**src/verilog/tbc_consts.svh**
```systemverilog
// register offsets, field positions, reset values and timing counts
`ifndef TBC_CONSTS_SVH
`define TBC_CONSTS_SVH

// register offsets
`define TBC_OFF_CONTROL    3'h0
`define TBC_OFF_COUNT_LOW  3'h1
`define TBC_OFF_COUNT_HIGH 3'h2
`define TBC_OFF_IRQ_STATUS 3'h3
`define TBC_OFF_IRQ_CLEAR  3'h4
`define TBC_OFF_IRQ_ENABLE 3'h5

// control field positions
`define TBC_BIT_COUNT_EN   0
`define TBC_BIT_CLK_SRC    1
`define TBC_BIT_SYNC_BYP   2
`define TBC_BIT_OSC_EN     3
`define TBC_BIT_SYS_OSC    6
`define TBC_BIT_WIDE       7

// interrupt bit positions
`define TBC_IRQ_OVERFLOW   0

// reset values
`define TBC_RST_CONTROL    8'h00
`define TBC_RST_COUNT      16'h0000
`define TBC_RST_IRQ        8'h00

// count limits and trigger code
`define TBC_COUNT_MAX      16'hFFFF
`define TBC_TRIG_MODE      4'hB

// instruction cycle is the system clock divided by this
`define TBC_INSTR_DIV      4

`endif

```
**src/verilog/tbc_pkg.sv**
```systemverilog
// types shared by the timer/counter block
package tbc_pkg;

    // control register layout, bit 7 down to bit 0
    typedef struct packed {
        logic       wideAccessMode;
        logic       systemClockFromLowPowerOsc;
        logic [1:0] inputPrescaleSelect;
        logic       crystalOscillatorEnable;
        logic       externalSyncBypass;
        logic       clockSourceSelect;
        logic       countEnable;
    } tbc_control_type;

    // register bus request
    typedef struct packed {
        logic [2:0] addr;
        logic [7:0] wrData;
        logic       write;
        logic       read;
    } tbc_bus_req_type;

    // count source mode
    typedef enum logic [1:0] {
        TBC_MODE_TIMER,
        TBC_MODE_SYNC,
        TBC_MODE_ASYNC
    } tbc_mode_type;

endpackage

```
**src/verilog/tbc_timer_counter.sv**
```systemverilog
// sixteen-bit timer/counter with prescaler, crystal source and overflow interrupt
//
// The address map and strobed register access were chosen for this implementation.
`timescale 1ns/10ps
`include "tbc_consts.svh"

module tbc_timer_counter (
    // clock and reset
    input  wire logic       clk,
    input  wire logic       rst_b,
    // register port
    input  wire logic [2:0] regAddr,
    input  wire logic [7:0] regWrData,
    input  wire logic       regWrite,
    input  wire logic       regRead,
    output logic      [7:0] regRdData,
    // pins
    input  wire logic       extCountIn,
    input  wire logic       crystalIn,
    input  wire logic [1:0] portPinIn,
    output logic      [1:0] portPinRead,
    output logic            pinDigitalEnable,
    output logic            crystalOscEnable,
    // system
    input  wire logic       sysClkFromOsc,
    input  wire logic       sleepMode,
    input  wire logic [3:0] compareMode,
    input  wire logic       compareEvent,
    // results
    output logic     [15:0] countValue,
    output logic            irq
);

    // ****************************************************
    // declarations
    // ****************************************************
    localparam int SYNC_W = 5;

    tbc_pkg::tbc_bus_req_type  busReq;
    tbc_pkg::tbc_control_type  control;
    tbc_pkg::tbc_mode_type     mode;

    logic [SYNC_W-1:0] syncStage1;
    logic [SYNC_W-1:0] syncStage2;
    logic [1:0]        instrDiv;
    logic              instrTick;
    logic              srcLevel;
    logic              prevSrc;
    logic              riseEdge;
    logic              fallEdge;
    logic              armed;
    logic              pending;
    logic              active;
    logic              rawEdge;
    logic [2:0]        prescale;
    logic [2:0]        prescaleMask;
    logic              countTick;
    logic [15:0]       count;
    logic [7:0]        highBuffer;
    logic              wrLow;
    logic              wrHigh;
    logic              rdLow;
    logic              countWrite;
    logic              trigger;
    logic              overflowEvent;
    logic [7:0]        irqStatus;
    logic [7:0]        irqEnable;
    logic [7:0]        irqClear;
    logic [7:0]        next_rdData;

    // ****************************************************
    // decoding helpers
    // ****************************************************
    function automatic logic [2:0] maskOf(input logic [1:0] sel);
        logic [2:0] m;
        m = 3'h0;
        unique case (sel)
            2'h0: m = 3'h0;
            2'h1: m = 3'h1;
            2'h2: m = 3'h3;
            2'h3: m = 3'h7;
        endcase
        return m;
    endfunction

    assign busReq = '{addr: regAddr, wrData: regWrData,
                      write: regWrite, read: regRead};

    assign wrLow      = busReq.write && busReq.addr == `TBC_OFF_COUNT_LOW;
    assign wrHigh     = busReq.write && busReq.addr == `TBC_OFF_COUNT_HIGH;
    assign rdLow      = busReq.read && busReq.addr == `TBC_OFF_COUNT_LOW;
    assign countWrite = wrLow || (wrHigh && !control.wideAccessMode);
    assign irqClear   = (busReq.write && busReq.addr == `TBC_OFF_IRQ_CLEAR)
                        ? busReq.wrData : 8'h00;

    // ****************************************************
    // pin synchroniser
    // ****************************************************
    always_ff @(posedge clk or negedge rst_b) begin
        if (!rst_b) begin
            syncStage1 <= '0;
            syncStage2 <= '0;
        end else begin
            syncStage1 <= {sysClkFromOsc, portPinIn, crystalIn, extCountIn};
            syncStage2 <= syncStage1;
        end
    end

    // ****************************************************
    // crystal oscillator and pins
    // ****************************************************
    assign crystalOscEnable = control.crystalOscillatorEnable;
    assign pinDigitalEnable = !control.crystalOscillatorEnable;
    assign portPinRead = control.crystalOscillatorEnable ? 2'h0 : syncStage2[3:2];

    // ****************************************************
    // source selection and edges
    // ****************************************************
    always_ff @(posedge clk or negedge rst_b) begin
        if (!rst_b) begin
            instrDiv <= 2'h0;
        end else begin
            instrDiv <= instrDiv + 2'h1;
        end
    end

    assign instrTick = instrDiv == 2'(`TBC_INSTR_DIV - 1);

    assign srcLevel = control.crystalOscillatorEnable ? syncStage2[1] : syncStage2[0];
    assign riseEdge = srcLevel && !prevSrc;
    assign fallEdge = !srcLevel && prevSrc;

    always_comb begin
        if (!control.clockSourceSelect) begin
            mode = tbc_pkg::TBC_MODE_TIMER;
        end else if (control.externalSyncBypass) begin
            mode = tbc_pkg::TBC_MODE_ASYNC;
        end else begin
            mode = tbc_pkg::TBC_MODE_SYNC;
        end
    end

    always_ff @(posedge clk or negedge rst_b) begin
        if (!rst_b) begin
            prevSrc <= 1'b0;
        end else begin
            prevSrc <= srcLevel;
        end
    end

    // falling edge must be seen before the first counted rising edge
    always_ff @(posedge clk or negedge rst_b) begin
        if (!rst_b) begin
            armed <= 1'b0;
        end else if (countWrite || wrHigh) begin
            armed <= 1'b0;
        end else if (fallEdge && control.countEnable) begin
            // a fall seen while stopped does not arm the next start
            armed <= 1'b1;
        end else if (!control.countEnable && srcLevel) begin
            armed <= 1'b0;
        end
    end

    // synchronised edges wait for the next instruction cycle
    always_ff @(posedge clk or negedge rst_b) begin
        if (!rst_b) begin
            pending <= 1'b0;
        end else if (riseEdge && armed) begin
            pending <= 1'b1;
        end else if (instrTick || mode != tbc_pkg::TBC_MODE_SYNC) begin
            pending <= 1'b0;
        end
    end

    // ****************************************************
    // prescaler and count enable
    // ****************************************************
    assign active = control.countEnable
                    && !(sleepMode && mode != tbc_pkg::TBC_MODE_ASYNC);

    always_comb begin
        unique case (mode)
            tbc_pkg::TBC_MODE_TIMER: rawEdge = instrTick;
            tbc_pkg::TBC_MODE_SYNC:  rawEdge = pending && instrTick;
            tbc_pkg::TBC_MODE_ASYNC: rawEdge = riseEdge && armed;
            default:                 rawEdge = 1'b0;
        endcase
    end

    assign prescaleMask = maskOf(control.inputPrescaleSelect);
    assign countTick = active && rawEdge && ((prescale & prescaleMask) == prescaleMask);

    always_ff @(posedge clk or negedge rst_b) begin
        if (!rst_b) begin
            prescale <= 3'h0;
        end else if (wrLow || wrHigh) begin
            prescale <= 3'h0;
        end else if (active && rawEdge) begin
            prescale <= countTick ? 3'h0 : prescale + 3'h1;
        end
    end

    // ****************************************************
    // count and high byte buffer
    // ****************************************************
    assign trigger = compareEvent && compareMode == `TBC_TRIG_MODE
                     && mode != tbc_pkg::TBC_MODE_ASYNC;

    always_ff @(posedge clk or negedge rst_b) begin
        if (!rst_b) begin
            count <= `TBC_RST_COUNT;
        end else if (wrLow) begin
            if (control.wideAccessMode) begin
                count <= {highBuffer, busReq.wrData};
            end else begin
                count[7:0] <= busReq.wrData;
            end
        end else if (wrHigh && !control.wideAccessMode) begin
            count[15:8] <= busReq.wrData;
        end else if (trigger) begin
            count <= `TBC_RST_COUNT;
        end else if (countTick) begin
            count <= count + 16'h0001;
        end
    end

    always_ff @(posedge clk or negedge rst_b) begin
        if (!rst_b) begin
            highBuffer <= 8'h00;
        end else if (wrHigh && control.wideAccessMode) begin
            highBuffer <= busReq.wrData;
        end else if (rdLow && control.wideAccessMode) begin
            highBuffer <= count[15:8];
        end
    end

    assign countValue = count;
    assign overflowEvent = countTick && count == `TBC_COUNT_MAX
                           && !countWrite && !trigger;

    // ****************************************************
    // control register
    // ****************************************************
    always_ff @(posedge clk or negedge rst_b) begin
        if (!rst_b) begin
            control <= `TBC_RST_CONTROL;
        end else if (busReq.write && busReq.addr == `TBC_OFF_CONTROL) begin
            control <= busReq.wrData;
            control.systemClockFromLowPowerOsc <= 1'b0;
        end
    end

    // ****************************************************
    // interrupts
    // ****************************************************
    always_ff @(posedge clk or negedge rst_b) begin
        if (!rst_b) begin
            irqStatus <= `TBC_RST_IRQ;
        end else begin
            irqStatus <= (irqStatus & ~irqClear)
                         | (8'(overflowEvent) << `TBC_IRQ_OVERFLOW);
        end
    end

    always_ff @(posedge clk or negedge rst_b) begin
        if (!rst_b) begin
            irqEnable <= `TBC_RST_IRQ;
        end else if (busReq.write && busReq.addr == `TBC_OFF_IRQ_ENABLE) begin
            irqEnable <= busReq.wrData;
        end
    end

    assign irq = |(irqStatus & irqEnable);

    // ****************************************************
    // read data
    // ****************************************************
    always_comb begin
        next_rdData = 8'h00;
        if (busReq.read) begin
            unique case (busReq.addr)
                `TBC_OFF_CONTROL: begin
                    next_rdData = control;
                    next_rdData[`TBC_BIT_SYS_OSC] = syncStage2[4];
                end
                `TBC_OFF_COUNT_LOW:  next_rdData = count[7:0];
                `TBC_OFF_COUNT_HIGH: next_rdData = control.wideAccessMode
                                     ? highBuffer : count[15:8];
                `TBC_OFF_IRQ_STATUS: next_rdData = irqStatus;
                `TBC_OFF_IRQ_ENABLE: next_rdData = irqEnable;
                default:             next_rdData = 8'h00;
            endcase
        end
    end

    always_ff @(posedge clk or negedge rst_b) begin
        if (!rst_b) begin
            regRdData <= 8'h00;
        end else begin
            regRdData <= next_rdData;
        end
    end

endmodule

```
**config.mk**
```make
export PLATFORM = sky130hd
export DESIGN_NAME = tbc_timer_counter
export DESIGN_NICKNAME = d
export VERILOG_FILES = /design/src/verilog/tbc_pkg.sv /design/src/verilog/tbc_timer_counter.sv
export VERILOG_INCLUDE_DIRS = /design/src /design/src/verilog
export SDC_FILE = /design/constraint.sdc
export NUM_CORES = 1
export LEC_CHECK = 0
export BUFFER_PORTS_ARGS = -buffer_cell sky130_fd_sc_hd__buf_4
export CAP_MARGIN = 10
export CORE_ASPECT_RATIO = 1.4
export CORE_UTILIZATION = 52
export CTS_CLUSTER_SIZE = 24
export DETAILED_ROUTE_END_ITERATION = 8
export PLACE_DENSITY = 0.78
export SETUP_SLACK_MARGIN = 0.5
export SLEW_MARGIN = 15
export SYNTH_ARGS = -nofsm -noshare
export SYNTH_HDL_FRONTEND = slang
export SYNTH_SLANG_ARGS = --single-unit
export TNS_END_PERCENT = 10
```
**constraint.sdc**
```tcl
create_clock -name clk -period 2.5 [get_ports clk]
set_input_delay 0.375 -clock clk [delete_from_list [all_inputs] [get_ports clk]]
set_output_delay 0.375 -clock clk [all_outputs]
set_load 0.03 [all_outputs]
```
# Yosys cells after proc, flatten, opt, wreduce, memory -nomap -nowiden
# Index checks and enable logic that the tools add are counted.
totals:
  mem_bits_rw: 0
  out_inout_bits: 29
  ff_bits: 73
  word_cells: 116
  memories: 0
  latchBits: 0
  mem_bits_ro: 0
op_classes:
  n_eq_ne: 17
  n_bitwise: 5
  div: 0
  magnitude_cmp: 0
  n_mul: 0
  n_reduce_logical: 47
  addsub: 3
  n_shift: 0
  mux: 25
op_table:
  columns: ["cell", "count"]
  rows:
  - ["2-to-1 mux 8 bit", 7]
  - ["2-to-1 mux 16 bit", 3]
  - ["case mux 8 bit (5 select lines)", 1]
  - ["logical AND 1 bit", 24]
  - ["adder 16 x 1 -> 16 bit (second input constant)", 1]
  - ["bitwise AND 8 bit", 2]
  - ["== test 16 bit (second input constant)", 1]
  - ["case mux 3 bit (4 select lines)", 1]
  - ["2-to-1 mux 3 bit", 3]
  - ["== test 2 bit (second input constant)", 4]
  - ["zero test 1 bit", 8]
  - ["NOT 8 bit", 1]
  - ["bitwise OR 8 x 1 -> 8 bit", 1]
  - ["OR reduction 8 bit", 1]
  - ["== test 3 x 2 -> 1 bit (second input constant)", 2]
  - ["== test 3 bit (second input constant)", 2]
  - ["2-to-1 mux 1 bit", 6]
  - ["2-to-1 mux 2 bit", 3]
  - ["nonzero test 2 bit", 3]
  - ["nonzero test 3 bit", 2]
  - ["== test 2 x 1 -> 1 bit (second input constant)", 2]
  - ["== test 4 bit (second input constant)", 1]
  - ["zero test 2 bit", 2]
  - ["logical OR 1 bit", 4]
  - ["11 further kinds", 12]

# Logic depth before layout (Yosys ltp)
logic_depth:
  depth_word: 12
  depth_mapped: 7
  depth_no_buf: 6

# Worst setup path before layout
# OpenSTA, ideal clock, no wires.
synth_path:
  path_type: "reg2reg"
  startpoint: "reg control, in the netlist crystalOscEnable"
  endpoint: "reg prescale[2]"
  path_stages_with_launch: 6
  setup_ns: 0.082
  slack_ns: 0.475
  t_arrival_ns: 1.943
  cell_sequence: "dfrtp_1 mux2i_4 nor3_4 o211a_4 or4b_1 a31oi_1"
synth_via:
  elab_chain_len: 9
synth_lines:
  columns: ["element", "line_no", "text"]
  rows:
  - ["start: declaration", "tbc_timer_counter.sv:40", "tbc_pkg::tbc_control_type control;"]
  - ["start signal: assignment", "tbc_timer_counter.sv:247", "control <= `TBC_RST_CONTROL;"]
  - ["start signal: assignment", "tbc_timer_counter.sv:249", "control <= busReq.wrData;"]
  - ["2-to-1 mux 1 bit (*)", "tbc_timer_counter.sv:129", "assign srcLevel = control.crystalOscillatorEnable ? syncStage2[1] : syncStage2[0];"]
  - ["logical AND 1 bit (*)", "tbc_timer_counter.sv:130", "assign riseEdge = srcLevel && !prevSrc;"]
  - ["logical AND 1 bit (*)", "tbc_timer_counter.sv:186", "tbc_pkg::TBC_MODE_ASYNC: rawEdge = riseEdge && armed;"]
  - ["case mux 1 bit (3 select lines) (*)", "tbc_timer_counter.sv:183", "unique case (mode)"]
  - ["logical AND 1 bit (*)", "tbc_timer_counter.sv:192, tbc_timer_counter.sv:199", null]
  - ["logical AND 1 bit", "tbc_timer_counter.sv:192", "assign countTick = active && rawEdge && ((prescale & prescaleMask) == prescaleMask);"]
  - ["2-to-1 mux 3 bit", "tbc_timer_counter.sv:200", "prescale <= countTick ? 3'h0 : prescale + 3'h1;"]
  - ["2-to-1 mux 3 bit", "tbc_timer_counter.sv:199", "end else if (active && rawEdge) begin"]
  - ["2-to-1 mux 3 bit", "tbc_timer_counter.sv:197", "end else if (wrLow || wrHigh) begin"]
  - ["end signal: assignment", "tbc_timer_counter.sv:200", null]
  - ["end: declaration", "tbc_timer_counter.sv:55", "logic [2:0] prescale;"]
# Every way passes the cells marked *; elsewhere a longest branch is shown, timed or not. The select of a mux whose other input is x is not followed.
# A chain may end at the register's enable or synchronous reset.

# Worst setup path after layout
layout_path:
  startpoint: "reg count[7], in the netlist countValue[7]"
  endpoint: "reg count[13], in the netlist countValue[13]"
layout_via:
  elab_chain_len: 5
layout_lines:
  columns: ["element", "line_no", "text"]
  rows:
  - ["start: declaration", "tbc_timer_counter.sv:58", "logic [15:0] count;"]
  - ["start signal: assignment", "tbc_timer_counter.sv:212", "count <= `TBC_RST_COUNT;"]
  - ["start signal: assignment", "tbc_timer_counter.sv:215", "count <= {highBuffer, busReq.wrData};"]
  - ["start signal: assignment", "tbc_timer_counter.sv:217", "count[7:0] <= busReq.wrData;"]
  - ["adder 16 x 1 -> 16 bit", "tbc_timer_counter.sv:224", "count <= count + 16'h0001;"]
  - ["2-to-1 mux 16 bit", "tbc_timer_counter.sv:223", "end else if (countTick) begin"]
  - ["2-to-1 mux 16 bit", "tbc_timer_counter.sv:221", "end else if (trigger) begin"]
  - ["2-to-1 mux 8 bit", "tbc_timer_counter.sv:219", "end else if (wrHigh && !control.wideAccessMode) begin"]
  - ["2-to-1 mux 16 bit", "tbc_timer_counter.sv:213", "end else if (wrLow) begin"]
# No other way between the ends. The select of a mux whose other input is x is not followed.

==> summary.txt <==
Run status
  – Status: finished clean

GRT
  – First-pass GRT wire length: 17.3 mm
  – Vias in the first global route: 3,260
  – Aggregate global routing overflow: 0
  – Pin count of the biggest net entering global routing: 74
  – Initial antenna violation count: 0
  – Total GRT Usage: 31.7%

CTS
  – Clock Latency Late Sink: 0.37 ns
  – CTS tree: yes
  – Buffer depth of the longest clock path: 2
  – CTS Sinks: 73
  – H-tree levels: 3
  – CTS root buffer: clkbuf_8
  – Num CTS Buffers: 9
  – Hold_buf cts: 0
  – Worst-path clk slew: 0.08 ns

Die
  – Full die area: 0.00762 mm2
  – Starting Density: 54.2%
  – Core Area: 0.00698 mm2
  – Io pins: 55
  – Die Wd: 74.1 um
  – Chip height: 103 um
  – # rows: 36

Drt
  – DR vias: 3,453
  – DRT Pass-1 Iters: 7
  – Vias per cell: 6.39
  – Routed len/inst: 20.5 um
  – Drt initial violations: 528
  – ANT nets after route: 0
  – Routed WL: 11.0 mm
  – DRC: 0

Worst hold path
  – Min-Delay Path Class: input port to flip-flop

Final layout
  – P&R area growth vs syn: 20.6%
  – N_diodes: 0
  – Final #Nets: 469
  – Share of layout cells above drive strength 1: 25.2%

Critical path
  – CP startpoint kind: flip-flop
  – Worst setup EP type: flip-flop
  – Arr. time, crit path: 2.24 ns
  – Crit-path max FO: 8
  – Crit Path Class: flip-flop to flip-flop
  – CP Data Required Time: 2.74 ns

Logic synthesis
  – Syn nets: 410
  – Synth Warn #: 0
  – Cell variety after synth: 58
  – Flops & latches, synth: 73
  – Synth Cell Area: 0.00378 mm2
  – Top cells by area, synth: dfrtp_1, nand2_1, mux2_2
  – Mapped Cells: 381
  – Synth top area share: 48.3%
  – Synth Area per Inst: 9.92 um2
  – Synth area leader: dfrtp_1
  – Asr flop ratio synth: 100%
  – Dominant synthesized flop cell: dfrtp_1
  – Post-synth EDFFs: 0
  – Seq/Total Area, Yosys: 48.3%

STA
  – Fin. max-slew vios: 0
  – Tcrit/Tclk final: 80.1%
  – WHS: 0.108 ns
  – Sum of negative setup slack: 0 ns
  – Maximum clock rate: 0.499 GHz
  – Final setup viols: 0
  – Slew HR: 39.2%
  – RSZ-0062 raised after global routing: yes
  – Slew @ Worst Pin: 0.912 ns
  – Min Tclk post-route: 2.00 ns
  – Skew final: 0.00591 ns
  – Final Hold Fails: 0

Pwr
  – Worst VDD drop: 0.000510 V
  – Power Dens Cells: 839 mW/mm2
  – Leak: 2.02 nW

Placed design
  – Routability cong.: 0.918
  – I/O Buffers: 54
  – HPWL reported at the end of detailed placement: 7.92 mm

Job
  – Max-cap viol count: 0
-- cell usage in the layout, fill, tap and decap left out, types with 8 or more instances in the layout --
cell type and count:
clkbuf_8 10, nand2_1 55, a21oi_1 10, o22ai_1 8, nor2_1 21, dfrtp_1 72
a31oi_1 9, inv_1 12, buf_4 67, mux2i_1 8, mux2_2 17, o21ai_0 19
nand3_1 11, a22oi_1 10
-- report_power, final --
group	switching, mW	leakage [nW]	internal [mW]
combinational	0.623	0.991	0.454
clock	0.466	0.113	0.592
sequential	0.289	0.913	1.41
-- logic make-up after synthesis --
group | share of synthesized area (%)
simple gates | 18.2
compound gates | 20.9
flops | 48.3
buf+inv | 3.31
mux | 7.78
fa+ha+maj | 0.993
xor+xnor | 0.463
-- layer usage --
layer  vias up  wire length [um]  global-route usage [%]
li1       1548                 -                       -
met1      1697              4480                    40.3
met2       176              5440                    51.1
met3        32               656                    4.20
met4         0               468                    19.2
met5         -                 0                       0
-- registers in the layout (all words and copies together) (netlist names) --
name / cells
pending: 1
regRdData: 8
syncStage2: 5
prescale: 3
armed: 1
highBuffer: 8
prevSrc: 1
crystalOscEnable: 1
control: 6
irqEnable: 8
instrDiv: 2
countValue: 16
syncStage1: 5
irqStatus: 8
-- final cells by class --
type | count | area [um2]
fillers | 573 | 2420
multi-input cells | 277 | 1840
flip-flops and latches | 73 | 1830
repair buffers | 67 | 503
clock buffers | 10 | 138
well taps | 95 | 119
clock inverters | 6 | 90.1
inverters | 12 | 45.0
-- critical path, cell delays in order (launching register included) --
cell and delay [ns]:
dfrtp_1 0.53, nand3_1 0.28, or2_0 0.40, o311a_1 0.37, o22ai_1 0.17, a22oi_1 0.12
-- synth_stat cells, types with 6 or more instances --
| master | n |
|---|---|
| a21boi_0 | 7 |
| a21oi_1 | 10 |
| a222oi_1 | 7 |
| a22oi_1 | 10 |
| a31oi_1 | 9 |
| buf_2 | 7 |
| clkbuf_1 | 12 |
| dfrtp_1 | 73 |
| inv_1 | 12 |
| mux2_2 | 17 |
| mux2i_1 | 8 |
| nand2_1 | 55 |
| nand2b_1 | 7 |
| nand3_1 | 11 |
| nand4_1 | 6 |
| nor2_1 | 21 |
| o21ai_0 | 20 |
| o22ai_1 | 8 |
| o311ai_0 | 6 |
-- per-stage QoR --
stage | setup WS, ns | cells | power (mW) | instance area (um2) | utilization, %
floorplan | 0.607 | 381 | 2.29 | 3780 | -
global placement | 0.571 | 523 | 2.73 | 4320 | 61.9
detailed placement | 0.501 | 523 | 2.76 | 4320 | 61.9
CTS | 0.533 | 540 | 3.82 | 4560 | 65.3
global route | 0.473 | 540 | 4.00 | 4560 | 65.3
finish | 0.497 | 540 | 3.83 | 4560 | 65.3
-- worst paths after layout --
| check | slack, ns | cells past startpoint | start | endpoint |
|---|---|---|---|---|
| hold reg to reg | 0.35 | 0 | syncStage1[1] | syncStage2[1] |
| hold / removal | 0.11 | 1 | crystalIn | syncStage1[1] |
| setup / recovery | 0.50 | 5 | countValue[7] | countValue[13] |
| max in group asynchronous | 1.73 | 1 | rst_b | crystalOscEnable |
| min in group asynchronous | 0.13 | 1 | rst_b | syncStage1[4] |
| setup reg to reg | 0.50 | 5 | countValue[7] | countValue[13] |
-- what timing repair did --
item                                   4_1_cts  5_1_grt
gates resized for setup                      1        1
setup buffers                                1        0
endpoints found under the hold margin        0        0
setup endpoints to repair                    1       11
(Power assumes the default switching activity.)
